[src/core_map_pkg.sv]
// Shared constants and types for the core register file, data-space map and core control.
// Assumes one 100 MHz clock and static fuse inputs that are stable while the core runs.
package core_map_pkg;
   localparam int NUM_REGS  = 32;
   localparam int REG_W     = 8;
   localparam int PC_W      = 10;
   localparam int ADDR_W    = 16;
   localparam int PORT_MAX  = 5;

   localparam logic [ADDR_W-1:0] REG_SPACE_END = 16'h001f;
   localparam logic [ADDR_W-1:0] IO_SPACE_BASE = 16'h0020;
   localparam logic [ADDR_W-1:0] IO_SPACE_END  = 16'h005f;
   localparam logic [1:0]        REGION_RF     = 2'h0;
   localparam logic [1:0]        REGION_IO     = 2'h1;
   localparam logic [1:0]        REGION_SRAM   = 2'h2;

   localparam logic [4:0] PTR_X_LO   = 5'h1a;
   localparam logic [4:0] PTR_Y_LO   = 5'h1c;
   localparam logic [4:0] PTR_Z_LO   = 5'h1e;
   localparam logic [5:0] SP_IO_ADDR = 6'h3d;

   localparam logic [REG_W-1:0]  SP_RESET    = 8'h00;
   localparam logic [REG_W-1:0]  REG_RESET   = 8'h00;
   localparam logic [15:0]       INSTR_RESET = 16'h0000;
   localparam logic [PC_W-1:0]   PC_RESET    = 10'h000;

   localparam int RESET_LOW_CYCLES = 2;

   localparam int CLK_PERIOD_NS  = 10;
   localparam int XTAL_SHORT_MS  = 1;
   localparam int XTAL_LONG_MS   = 16;
   localparam int RC_START_US    = 16;
   localparam int XTAL_SHORT_CYC = XTAL_SHORT_MS * 1000000 / CLK_PERIOD_NS;
   localparam int XTAL_LONG_CYC  = XTAL_LONG_MS * 1000000 / CLK_PERIOD_NS;
   localparam int RC_START_CYC   = RC_START_US * 1000 / CLK_PERIOD_NS;
   localparam int START_W        = 21;

   localparam logic                FUSE_PROGRAMMED = 1'b0;
   localparam logic [PORT_MAX-1:0] PORT_MASK_XTAL  = 5'h07;
   localparam logic [PORT_MAX-1:0] PORT_MASK_RC    = 5'h1f;
   localparam int                  PORT_CLK_BIT    = 3;

   typedef enum logic [5:0] {
      ST_START   = 6'b000001,
      ST_RUN     = 6'b000010,
      ST_PUSH_LO = 6'b000100,
      ST_PUSH_HI = 6'b001000,
      ST_IDLE    = 6'b010000,
      ST_PDOWN   = 6'b100000
   } core_state_e;

   typedef struct packed {
      logic cpu_halt;
      logic osc_stop;
      logic periph_en;
      logic clk_sel_rc;
      logic port3_is_clock;
   } core_status_s;
endpackage

[src/cpu_core_map.sv]
// Core register file, data-space map, fetch pipeline, stack push, clock and sleep control.
// Assumes program memory answers in the same cycle as its address and SRAM one cycle after; fuses are static.
//
// Functional notes
// [RQ1] Reset pin low for two running cycles resets; outside must hold it that long.
// [RQ2] Crystal variant start-up delay is 1 ms or 16 ms by fuse.
// [RQ3] RC variant uses internal RC when select fuse is programmed low.
// [RQ4] External clock on RC variant takes port bit three away from I/O.
// [RQ5] 32 eight-bit registers, two operand reads and one write each cycle.
// [RQ6] Six registers form three 16-bit pointers; one also addresses constant tables.
// [RQ7] Registers appear as the lowest 32 data-space addresses.
// [RQ8] 64 I/O locations reachable directly or right after the register file.
// [RQ9] Two-stage pipeline prefetches next instruction while current one executes.
// [RQ10] One or two word instructions; relative jumps reach all 1K words.
// [RQ11] Calls and interrupts push the return address onto the SRAM stack.
// [RQ12] Eight-bit stack pointer in I/O space; software sets it before calls.
// [RQ13] Idle halts the CPU while memory, peripherals and interrupts keep running.
// [RQ14] Power-down stops the oscillator, keeps registers until interrupt or reset.
// [RQ15] Port is three bits on crystal variant, five on RC variant, per-bit pull-ups.
// [RQ16] Reset qualified by counting consecutive low samples on the running clock.
`timescale 1ns/1ns
`default_nettype none
module cpu_core_map
   import core_map_pkg::*;
#(
   parameter int XTAL_SHORT_COUNT = XTAL_SHORT_CYC,
   parameter int XTAL_LONG_COUNT  = XTAL_LONG_CYC
)(
   input  wire logic                i_clk,
   input  wire logic                i_reset,
   input  wire logic                i_ce,
   input  wire logic                i_reset_pin_n,
   input  wire logic                i_variant_rc,
   input  wire logic                i_rc_oscillator_select_fuse,
   input  wire logic                i_start_long_fuse,
   input  wire logic [15:0]         i_prog_word,
   output logic      [PC_W-1:0]     o_prog_addr,
   output logic      [15:0]         o_exec_instr,
   output logic                     o_exec_valid,
   output logic      [PC_W-1:0]     o_exec_pc,
   input  wire logic                i_jump,
   input  wire logic                i_call,
   input  wire logic [11:0]         i_rel_off,
   input  wire logic                i_irq_take,
   input  wire logic [PC_W-1:0]     i_irq_vector,
   input  wire logic                i_irq_req,
   input  wire logic                i_sleep_req,
   input  wire logic                i_sleep_pdown,
   input  wire logic                i_rf_we,
   input  wire logic [4:0]          i_rf_wr_idx,
   input  wire logic [REG_W-1:0]    i_rf_wdata,
   input  wire logic [4:0]          i_rf_rd_a,
   input  wire logic [4:0]          i_rf_rd_b,
   output logic      [REG_W-1:0]    o_op_a,
   output logic      [REG_W-1:0]    o_op_b,
   output logic      [15:0]         o_ptr_x,
   output logic      [15:0]         o_ptr_y,
   output logic      [15:0]         o_ptr_z,
   output logic      [15:0]         o_table_addr,
   input  wire logic                i_dacc_en,
   input  wire logic                i_dacc_we,
   input  wire logic                i_dacc_io,
   input  wire logic [ADDR_W-1:0]   i_dacc_addr,
   input  wire logic [REG_W-1:0]    i_dacc_wdata,
   output logic      [REG_W-1:0]    o_dacc_rdata,
   output logic                     o_io_en,
   output logic                     o_io_we,
   output logic      [5:0]          o_io_addr,
   output logic      [REG_W-1:0]    o_io_wdata,
   input  wire logic [REG_W-1:0]    i_io_rdata,
   output logic                     o_sram_en,
   output logic                     o_sram_we,
   output logic      [REG_W-1:0]    o_sram_addr,
   output logic      [REG_W-1:0]    o_sram_wdata,
   input  wire logic [REG_W-1:0]    i_sram_rdata,
   output logic      [REG_W-1:0]    o_stack_pointer,
   input  wire logic [PORT_MAX-1:0] i_port_out,
   input  wire logic [PORT_MAX-1:0] i_port_dir,
   input  wire logic [PORT_MAX-1:0] i_port_pull,
   input  wire logic [PORT_MAX-1:0] i_port_pin,
   output logic      [PORT_MAX-1:0] o_port_o,
   output logic      [PORT_MAX-1:0] o_port_oe,
   output logic      [PORT_MAX-1:0] o_port_pu,
   output logic      [PORT_MAX-1:0] o_port_in,
   output core_status_s             o_status,
   output logic                     o_core_reset,
   output logic                     o_cpu_running
);
   logic core_reset;

   reset_qualifier #(.LOW_CYCLES(RESET_LOW_CYCLES)) u_rst_q (
      .i_clk         (i_clk),
      .i_reset       (i_reset),
      .i_ce          (i_ce),
      .i_reset_pin_n (i_reset_pin_n),
      .o_core_reset  (core_reset)
   );

   function automatic logic [START_W-1:0] start_cycles(input logic rc, input logic long_sel);
      if (rc)
         start_cycles = START_W'(RC_START_CYC);
      else if (long_sel)
         start_cycles = START_W'(XTAL_LONG_COUNT); // RQ2
      else
         start_cycles = START_W'(XTAL_SHORT_COUNT); // RQ2
   endfunction

   function automatic logic [PC_W-1:0] rel_target(input logic [PC_W-1:0] base,
                                                 input logic [11:0] k);
      // Wraps modulo 1K words, so every word is reachable
      rel_target = base + k[PC_W-1:0] + PC_W'(1); // RQ10
   endfunction

   function automatic logic [1:0] region_of(input logic io_direct, input logic [ADDR_W-1:0] a);
      if (io_direct || (a >= IO_SPACE_BASE && a <= IO_SPACE_END))
         region_of = REGION_IO; // RQ8
      else if (a <= REG_SPACE_END)
         region_of = REGION_RF; // RQ7
      else
         region_of = REGION_SRAM;
   endfunction

   function automatic logic [5:0] io_index(input logic io_direct, input logic [ADDR_W-1:0] a);
      logic [ADDR_W-1:0] off;
      off = a - IO_SPACE_BASE;
      io_index = io_direct ? a[5:0] : off[5:0]; // RQ8
   endfunction

   core_state_e     state_ff, nxt_state;
   logic [START_W-1:0] start_cnt_ff, nxt_start;
   logic [PC_W-1:0] pc_ff, nxt_pc, exec_pc_ff, nxt_exec_pc, ret_ff, nxt_ret;
   logic [15:0]     instr_ff, nxt_instr;
   logic            valid_ff, nxt_valid;
   logic [REG_W-1:0] sp_ff, nxt_sp;
   logic            variant_ff, nxt_variant, rc_fuse_ff, nxt_rc_fuse, long_ff, nxt_long;
   logic            push_we;
   logic [REG_W-1:0] push_data;
   logic            cpu_active, dacc_ok;
   logic [1:0]      region;
   logic [5:0]      io_idx;

   assign cpu_active = (state_ff == ST_RUN);
   assign dacc_ok    = i_dacc_en & cpu_active;
   assign region     = region_of(i_dacc_io, i_dacc_addr);
   assign io_idx     = io_index(i_dacc_io, i_dacc_addr);

   always_comb
   begin
      nxt_state   = state_ff;
      nxt_start   = start_cnt_ff;
      nxt_pc      = pc_ff;
      nxt_exec_pc = exec_pc_ff;
      nxt_instr   = instr_ff;
      nxt_valid   = valid_ff;
      nxt_ret     = ret_ff;
      nxt_sp      = sp_ff;
      nxt_variant = variant_ff;
      nxt_rc_fuse = rc_fuse_ff;
      nxt_long    = long_ff;
      push_we     = 1'b0;
      push_data   = ret_ff[7:0];
      if (core_reset)
      begin
         // Fuses caught while reset is held
         nxt_variant = i_variant_rc;
         nxt_rc_fuse = i_rc_oscillator_select_fuse;
         nxt_long    = i_start_long_fuse;
         nxt_state   = ST_START;
         nxt_start   = start_cycles(i_variant_rc, i_start_long_fuse); // RQ2
         nxt_pc      = PC_RESET;
         nxt_exec_pc = PC_RESET;
         nxt_instr   = INSTR_RESET;
         nxt_valid   = 1'b0;
         nxt_ret     = PC_RESET;
         nxt_sp      = SP_RESET;
      end
      else if (i_ce)
      begin
         if (dacc_ok && i_dacc_we && region == REGION_IO && io_idx == SP_IO_ADDR)
            nxt_sp = i_dacc_wdata; // RQ12
         case (state_ff)
            ST_START:
               if (start_cnt_ff == '0)
                  nxt_state = ST_RUN; // RQ2
               else
                  nxt_start = START_W'(start_cnt_ff - 1'b1);
            ST_RUN:
               if (i_irq_take || i_call)
               begin
                  nxt_ret   = PC_W'(exec_pc_ff + 1'b1); // RQ11
                  nxt_pc    = i_irq_take ? i_irq_vector : rel_target(exec_pc_ff, i_rel_off);
                  nxt_valid = 1'b0;
                  nxt_state = ST_PUSH_LO;
               end
               else if (i_jump)
               begin
                  nxt_pc    = rel_target(exec_pc_ff, i_rel_off); // RQ10
                  nxt_valid = 1'b0;
               end
               else if (i_sleep_req)
               begin
                  nxt_valid = 1'b0;
                  nxt_state = i_sleep_pdown ? ST_PDOWN : ST_IDLE;
               end
               else
               begin
                  // Fetch at pc while instr_ff executes
                  nxt_instr   = i_prog_word; // RQ9
                  nxt_exec_pc = pc_ff; // RQ9
                  nxt_valid   = 1'b1;
                  nxt_pc      = PC_W'(pc_ff + 1'b1);
               end
            ST_PUSH_LO:
            begin
               push_we   = 1'b1; // RQ11
               nxt_sp    = REG_W'(sp_ff - 1'b1); // RQ12
               nxt_state = ST_PUSH_HI;
            end
            ST_PUSH_HI:
            begin
               push_we   = 1'b1; // RQ11
               push_data = {6'h00, ret_ff[9:8]};
               nxt_sp    = REG_W'(sp_ff - 1'b1); // RQ12
               nxt_state = ST_RUN;
            end
            ST_IDLE:
               if (i_irq_req)
                  nxt_state = ST_RUN; // RQ13
            ST_PDOWN:
               if (i_irq_req)
               begin
                  // Oscillator restarts, so the start-up delay runs again
                  nxt_state = ST_START; // RQ14
                  nxt_start = start_cycles(variant_ff, long_ff);
               end
            default: nxt_state = ST_START;
         endcase
      end
   end

   always_ff @(posedge i_clk)
   begin
      state_ff     <= nxt_state;
      start_cnt_ff <= nxt_start;
      pc_ff        <= nxt_pc;
      exec_pc_ff   <= nxt_exec_pc;
      instr_ff     <= nxt_instr;
      valid_ff     <= nxt_valid;
      ret_ff       <= nxt_ret;
      sp_ff        <= nxt_sp;
      variant_ff   <= nxt_variant;
      rc_fuse_ff   <= nxt_rc_fuse;
      long_ff      <= nxt_long;
   end

   // Register file and data read path
   logic [REG_W-1:0] regs_ff [NUM_REGS];
   logic [REG_W-1:0] nxt_regs [NUM_REGS];
   logic [REG_W-1:0] rdata_ff, nxt_rdata;
   logic [1:0]       rsel_ff, nxt_rsel;

   always_comb
   begin
      nxt_regs  = regs_ff;
      nxt_rdata = rdata_ff;
      nxt_rsel  = rsel_ff;
      if (core_reset)
      begin
         for (int i = 0; i < NUM_REGS; i++)
            nxt_regs[i] = REG_RESET;
         nxt_rdata = REG_RESET;
         nxt_rsel  = REGION_RF;
      end
      else if (i_ce && cpu_active)
      begin
         if (dacc_ok && i_dacc_we && region == REGION_RF)
            nxt_regs[i_dacc_addr[4:0]] = i_dacc_wdata; // RQ7
         // Execution write-back wins over a data-space store to the same register
         if (i_rf_we)
            nxt_regs[i_rf_wr_idx] = i_rf_wdata; // RQ5
         if (dacc_ok && !i_dacc_we)
         begin
            nxt_rsel  = (region == REGION_IO && io_idx == SP_IO_ADDR) ? REGION_RF : region;
            nxt_rdata = (region == REGION_RF) ? regs_ff[i_dacc_addr[4:0]] : sp_ff;
         end
      end
   end

   always_ff @(posedge i_clk)
   begin
      regs_ff  <= nxt_regs;
      rdata_ff <= nxt_rdata;
      rsel_ff  <= nxt_rsel;
   end

   assign o_op_a       = regs_ff[i_rf_rd_a]; // RQ5
   assign o_op_b       = regs_ff[i_rf_rd_b]; // RQ5
   assign o_ptr_x      = {regs_ff[PTR_X_LO + 5'd1], regs_ff[PTR_X_LO]}; // RQ6
   assign o_ptr_y      = {regs_ff[PTR_Y_LO + 5'd1], regs_ff[PTR_Y_LO]}; // RQ6
   assign o_ptr_z      = {regs_ff[PTR_Z_LO + 5'd1], regs_ff[PTR_Z_LO]}; // RQ6
   assign o_table_addr = o_ptr_z; // RQ6
   assign o_dacc_rdata = (rsel_ff == REGION_IO) ? i_io_rdata :
                         (rsel_ff == REGION_SRAM) ? i_sram_rdata : rdata_ff;

   assign o_io_en      = dacc_ok & i_ce & (region == REGION_IO); // RQ8
   assign o_io_we      = o_io_en & i_dacc_we;
   assign o_io_addr    = io_idx;
   assign o_io_wdata   = i_dacc_wdata;
   // Stack writes share the SRAM port; data accesses only happen in run state
   assign o_sram_we    = push_we | (dacc_ok & i_ce & i_dacc_we & (region == REGION_SRAM));
   assign o_sram_en    = push_we | (dacc_ok & i_ce & (region == REGION_SRAM));
   assign o_sram_addr  = push_we ? sp_ff : i_dacc_addr[REG_W-1:0]; // RQ11
   assign o_sram_wdata = push_we ? push_data : i_dacc_wdata;
   assign o_stack_pointer = sp_ff;
   assign o_prog_addr  = pc_ff;
   assign o_exec_instr = instr_ff;
   assign o_exec_valid = valid_ff;
   assign o_exec_pc    = exec_pc_ff;
   assign o_core_reset = core_reset;
   assign o_cpu_running = cpu_active;

   // Clock select, port masking, status
   logic [PORT_MAX-1:0] pin_s1_ff, pin_s2_ff, nxt_s1, nxt_s2;
   logic [PORT_MAX-1:0] port_o_ff, port_oe_ff, port_pu_ff, port_in_ff;
   logic [PORT_MAX-1:0] nxt_po, nxt_poe, nxt_ppu, nxt_pin, mask;
   core_status_s        status_ff, nxt_status;
   logic                sel_rc, p3_clk;

   assign sel_rc = variant_ff & (rc_fuse_ff == FUSE_PROGRAMMED); // RQ3
   assign p3_clk = variant_ff & ~sel_rc; // RQ4

   always_comb
   begin
      mask = variant_ff ? PORT_MASK_RC : PORT_MASK_XTAL; // RQ15
      mask[PORT_CLK_BIT] = mask[PORT_CLK_BIT] & ~p3_clk; // RQ4
      nxt_s1     = pin_s1_ff;
      nxt_s2     = pin_s2_ff;
      nxt_po     = port_o_ff;
      nxt_poe    = port_oe_ff;
      nxt_ppu    = port_pu_ff;
      nxt_pin    = port_in_ff;
      nxt_status = status_ff;
      if (core_reset)
      begin
         nxt_s1     = '0;
         nxt_s2     = '0;
         nxt_po     = '0;
         nxt_poe    = '0;
         nxt_ppu    = '0;
         nxt_pin    = '0;
         nxt_status = '0;
      end
      else if (i_ce)
      begin
         nxt_s1  = i_port_pin;
         nxt_s2  = pin_s1_ff;
         nxt_po  = i_port_out & mask;
         nxt_poe = i_port_dir & mask;
         nxt_ppu = i_port_pull & ~i_port_dir & mask; // RQ15
         nxt_pin = pin_s2_ff & mask;
         nxt_status.cpu_halt       = (state_ff != ST_RUN) && (state_ff != ST_PUSH_LO)
                                     && (state_ff != ST_PUSH_HI); // RQ13
         nxt_status.osc_stop       = (state_ff == ST_PDOWN); // RQ14
         nxt_status.periph_en      = (state_ff != ST_PDOWN) && (state_ff != ST_START);
         nxt_status.clk_sel_rc     = sel_rc; // RQ3
         nxt_status.port3_is_clock = p3_clk; // RQ4
      end
   end

   always_ff @(posedge i_clk)
   begin
      pin_s1_ff  <= nxt_s1;
      pin_s2_ff  <= nxt_s2;
      port_o_ff  <= nxt_po;
      port_oe_ff <= nxt_poe;
      port_pu_ff <= nxt_ppu;
      port_in_ff <= nxt_pin;
      status_ff  <= nxt_status;
   end

   assign o_port_o  = port_o_ff;
   assign o_port_oe = port_oe_ff;
   assign o_port_pu = port_pu_ff;
   assign o_port_in = port_in_ff;
   assign o_status  = status_ff;
endmodule // cpu_core_map
`default_nettype wire

[src/reset_qualifier.sv]
// Reset pin qualifier: synchronises the active-low reset pin and counts low samples.
// Assumes the pin is asynchronous; a frozen clock enable counts as a stopped oscillator.
`timescale 1ns/1ns
`default_nettype none
module reset_qualifier
   import core_map_pkg::*;
#(
   parameter int LOW_CYCLES = RESET_LOW_CYCLES
)(
   input  wire logic i_clk,
   input  wire logic i_reset,
   input  wire logic i_ce,
   input  wire logic i_reset_pin_n,
   output logic      o_core_reset
);
   localparam int CNT_W = $clog2(LOW_CYCLES + 1);
   localparam logic [CNT_W-1:0] CNT_FULL = CNT_W'(LOW_CYCLES);

   logic             pin_s1_ff, nxt_s1;
   logic             pin_s2_ff, nxt_s2;
   logic [CNT_W-1:0] cnt_ff, nxt_cnt;
   logic             rst_ff, nxt_rst;

   always_comb
   begin
      nxt_s1  = pin_s1_ff;
      nxt_s2  = pin_s2_ff;
      nxt_cnt = cnt_ff;
      if (i_reset)
      begin
         nxt_s1  = 1'b1;
         nxt_s2  = 1'b1;
         nxt_cnt = '0;
      end
      else if (i_ce)
      begin
         nxt_s1 = i_reset_pin_n;
         nxt_s2 = pin_s1_ff;
         if (pin_s2_ff)
            nxt_cnt = '0; // RQ16
         else if (cnt_ff != CNT_FULL)
            nxt_cnt = CNT_W'(cnt_ff + 1'b1); // RQ16
      end
      nxt_rst = i_reset | (nxt_cnt == CNT_FULL); // RQ1
   end

   always_ff @(posedge i_clk)
   begin
      pin_s1_ff <= nxt_s1;
      pin_s2_ff <= nxt_s2;
      cnt_ff    <= nxt_cnt;
      rst_ff    <= nxt_rst;
   end

   assign o_core_reset = rst_ff;
endmodule // reset_qualifier
`default_nettype wire

[config.mk]
export PLATFORM = sky130hd
export DESIGN_NAME = cpu_core_map
export DESIGN_NICKNAME = d
export VERILOG_FILES = /design/src/core_map_pkg.sv /design/src/cpu_core_map.sv /design/src/reset_qualifier.sv
export SDC_FILE = /design/constraint.sdc
export NUM_CORES = 1
export LEC_CHECK = 0
export BUFFER_PORTS_ARGS = -buffer_cell sky130_fd_sc_hd__buf_2
export CAP_MARGIN = 0
export CORE_MARGIN = 1.5
export CORE_UTILIZATION = 50
export CTS_CLUSTER_DIAMETER = 30
export CTS_CLUSTER_SIZE = 25
export DETAILED_ROUTE_END_ITERATION = 6
export PLACE_DENSITY = 0.74
export SYNTH_ARGS = -nofsm -noshare
export SYNTH_HDL_FRONTEND = slang
export SYNTH_SLANG_ARGS = --single-unit
[constraint.sdc]
create_clock -name i_clk -period 7.9 [get_ports i_clk]
set_input_delay 1.185 -clock i_clk [delete_from_list [all_inputs] [get_ports i_clk]]
set_output_delay 1.185 -clock i_clk [all_outputs]
set_load 0.02 [all_outputs]
==> results.toml <==
[finish]
area_delta_synth_final_pct = 17.8
instances_no_fill = 3691
fin_util_pct = 60.1
drive_gt1_share_pct = 31.8
final_cell_mix = "dfxtp_1, buf_2, nand2_1, nor2_1, mux4_2"
fillCellCount = 4353
fin_nets = 3083
layout_commonest_cell = "dfxtp_1"

[critical_path]
arrival_ns = 4.17
path_class = "in -> out"
crit_path_end_kind = "output port"
max_stage_delay_ns = 0.81
path_cells = "buf_2 -> buf_4 -> mux4_2 -> mux4_2 -> mux2_2 -> buf_2"
worstPathMaxFanout = 35
crit_path_top_delay_cell = "buf_2"
cp.required_ns = 6.71
start_kind = "primary input"

[power]
pwr-share-seq_pct = 30.8
switching_share_pct = 26.7
power.total_mw = 6.73
p_leak_nw = 11.2
power_density_mw_per_mm2 = 217
power_frac_clock_pct = 60.7
p_int_mw = 4.94
peakVddDrop_mv = 0.205
combPwrFrac_pct = 8.5
power_switching_mw = 1.80

[floorplanning]
ioPinCount = 332
coreArea_sq_mm = 0.0517
die_h_um = 233
die-area_sq_mm = 0.0541
die_width_um = 233
initial_core_util_pct = 51.0
fp-row-count = 83

[global_routing]
grtUsageTotal_pct = 45.1
gr-total-overflow = 0
grt_max_degree = 178
grt_pass1_wl_um = 177000
antenna_found_initial = 18
grt_pass1_vias = 25900

[synth]
ys.warnings.count = 0
synthCells = 2794
yosysTopAreaCell = "dfxtp_1"
ys.flop_type = "dfxtp_1"
yosysSeqAreaShare_pct = 30.6
yosysTopAreaCellShare_pct = 27.9
syn-cell-area_sq_mm = 0.0264
synth_seq_cells = 391
postSynth.asyncResetShare_pct = 0
yosys-top-cells-area = "dfxtp_1, mux4_2, o221a_2"
syn_area_per_cell_sq_um = 9.44
synth_nets = 2947
synth.distinct_cells = 81
synth_enable_flop_cells = 24

[clocking]
hold_buffers = 0
cts.clk_slew.worst_paths_ns = 0.04
root_buffer = "clkbuf_16"
cts.path.max_buffers = 3
cts_buffers = 95
ctsResizeCount = 0
cts_setup_buffers = 0
cts_htree_levels = 3
clock_sinks = 391
cts_tree = "yes"
clock_latency_ns = 0.67

[timing]
tightest_slew_ns = 1.46
finalSetupViolCount = 0
timing.final.crit_share_pct = 67.8
max_freq_mhz = 187
drv_slew = 0
rsz0062_at_grt = "false"
setup_slack_ns = 2.54
skew_ns = 0.0242
hold_viol_final = 0
slew_headroom_pct = 2.47
timing.setup.tns_ns = 0
min_period_ns = 5.36

[placement]
pre_cts_ws_ns = 2.71
placed_cells = 3513
io_buffers = 329
gp_congestion = 1.11
place_hpwl_um = 82800

[routing]
ant_nets = 0
drt-total-wl_um = 124000
via_count = 27900
initialDrtViolationCount = 5088
vias_per_cell = 7.56
drc = 21
wl_per_cell_um = 33.6
drt_first_pass_iters = 7

[status]
violations = "DRC"
status = "finished with violations"

[job]
drv_cap = 0

[hold_path]
min-delay-path-class = "reg -> reg"
-- cell type report --
class                   instances  area, sq um  area share (%)
multi-input cells            2056        16700            53.8
flip-flops and latches        391         8070            26.0
clock buffers                 127         2750            8.85
repair buffers                365         1950            6.28
well taps                     680          851            2.74
clock inverters                46          627            2.02
inverters                      21         78.8           0.254
diodes                          5         12.5          0.0403
-- final timing paths --
path	from	to	slack, ns	cells after the start
min	o_exec_instr[0]$_SDFFE_PP0P_	o_exec_instr[0]$_SDFFE_PP0P_	0.45	2
min reg2reg	o_exec_instr[0]$_SDFFE_PP0P_	o_exec_instr[0]$_SDFFE_PP0P_	0.45	2
max	i_rf_rd_b[1]	o_op_b[4]	2.54	6
max reg2reg	state_ff[2]$_SDFFE_PP0P_	regs_ff[96]$_SDFFE_PP0P_	3.78	6
-- routing by layer --
metal | wire length [um] | share of wire [%] | GRT usage [%] | up-vias
met1 | 40800 | 33 | 52.5 | 13300
met5 | 253 | 0.20 | 1.38 | -
met4 | 10500 | 8.4 | 29.8 | 24
met3 | 21800 | 18 | 24.9 | 704
met2 | 50700 | 41 | 63.1 | 2634
li1 | - | - | - | 11200
-- stage by stage --
stage,instance area [sq um],hold slack [ns]
after floorplan,26400,0.435
final,31100,0.449
after detailed placement,27700,0.445
after global placement,27700,0.441
after CTS,31100,0.451
after global routing,31100,0.480
-- logic make-up (layout without fill, tap and decap cells) --
logic type / after synthesis / in the layout / share of synthesized area (%)
other: 0 / 5 / 0
AND/OR/NAND/NOR: 988 / 988 / 18.3
XOR/XNOR: 36 / 36 / 1.20
adder cells (fa/ha/maj): 15 / 15 / 0.740
flip-flops: 391 / 391 / 30.6
multiplexers: 282 / 282 / 21.4
buffers and inverters: 347 / 559 / 6.22
AO/OA/AOI/OAI: 735 / 735 / 21.5
-- flip-flops by register name, summed over array words and instances (netlist names), 6 cells and up --
register / cells
ret_ff: 10
o_prog_addr: 10
o_exec_pc: 10
start_cnt_ff: 21
o_exec_instr: 16
o_stack_pointer: 8
regs_ff: 208
o_ptr_y: 16
state_ff: 6
rdata_ff: 8
o_ptr_x: 16
o_ptr_z: 16
-- critical path, delay by kind of cell --
kind	cells	cell delay, ns
muxes	3	1.33
buffers and inverters	3	1.61
-- cells in the mapped netlist (18+ instances only) --
master and instances:
edfxtp_1 24, buf_4 78, a22oi_1 20, clkbuf_1 170, a21o_1 42, mux2_2 22, xnor2_1 21, nor2b_1 18
inv_1 20, mux2i_1 36, mux4_2 224, nor2_1 246, buf_2 30, nor3_1 167, nand2_1 278, o211ai_1 86
a21oi_1 125, a211oi_1 24, nand2b_1 36, o22ai_1 57, o221a_2 126, nand3_1 106, o31ai_1 19, or3_1 19
o221ai_1 48, o21ai_0 60, buf_1 47, dfxtp_1 367
-- power by group through the flow --
stage / Clock (mW) / Combinational (mW) / Sequential (mW)
after floorplan: 0 / 0.332 / 2.10
after global placement: 0 / 0.527 / 2.11
after detailed placement: 0 / 0.538 / 2.11
after CTS: 4.08 / 0.540 / 2.07
after global routing: 4.19 / 0.581 / 2.08
final: 4.09 / 0.572 / 2.08
No activity file was read; power rests on OpenSTA's default activity.
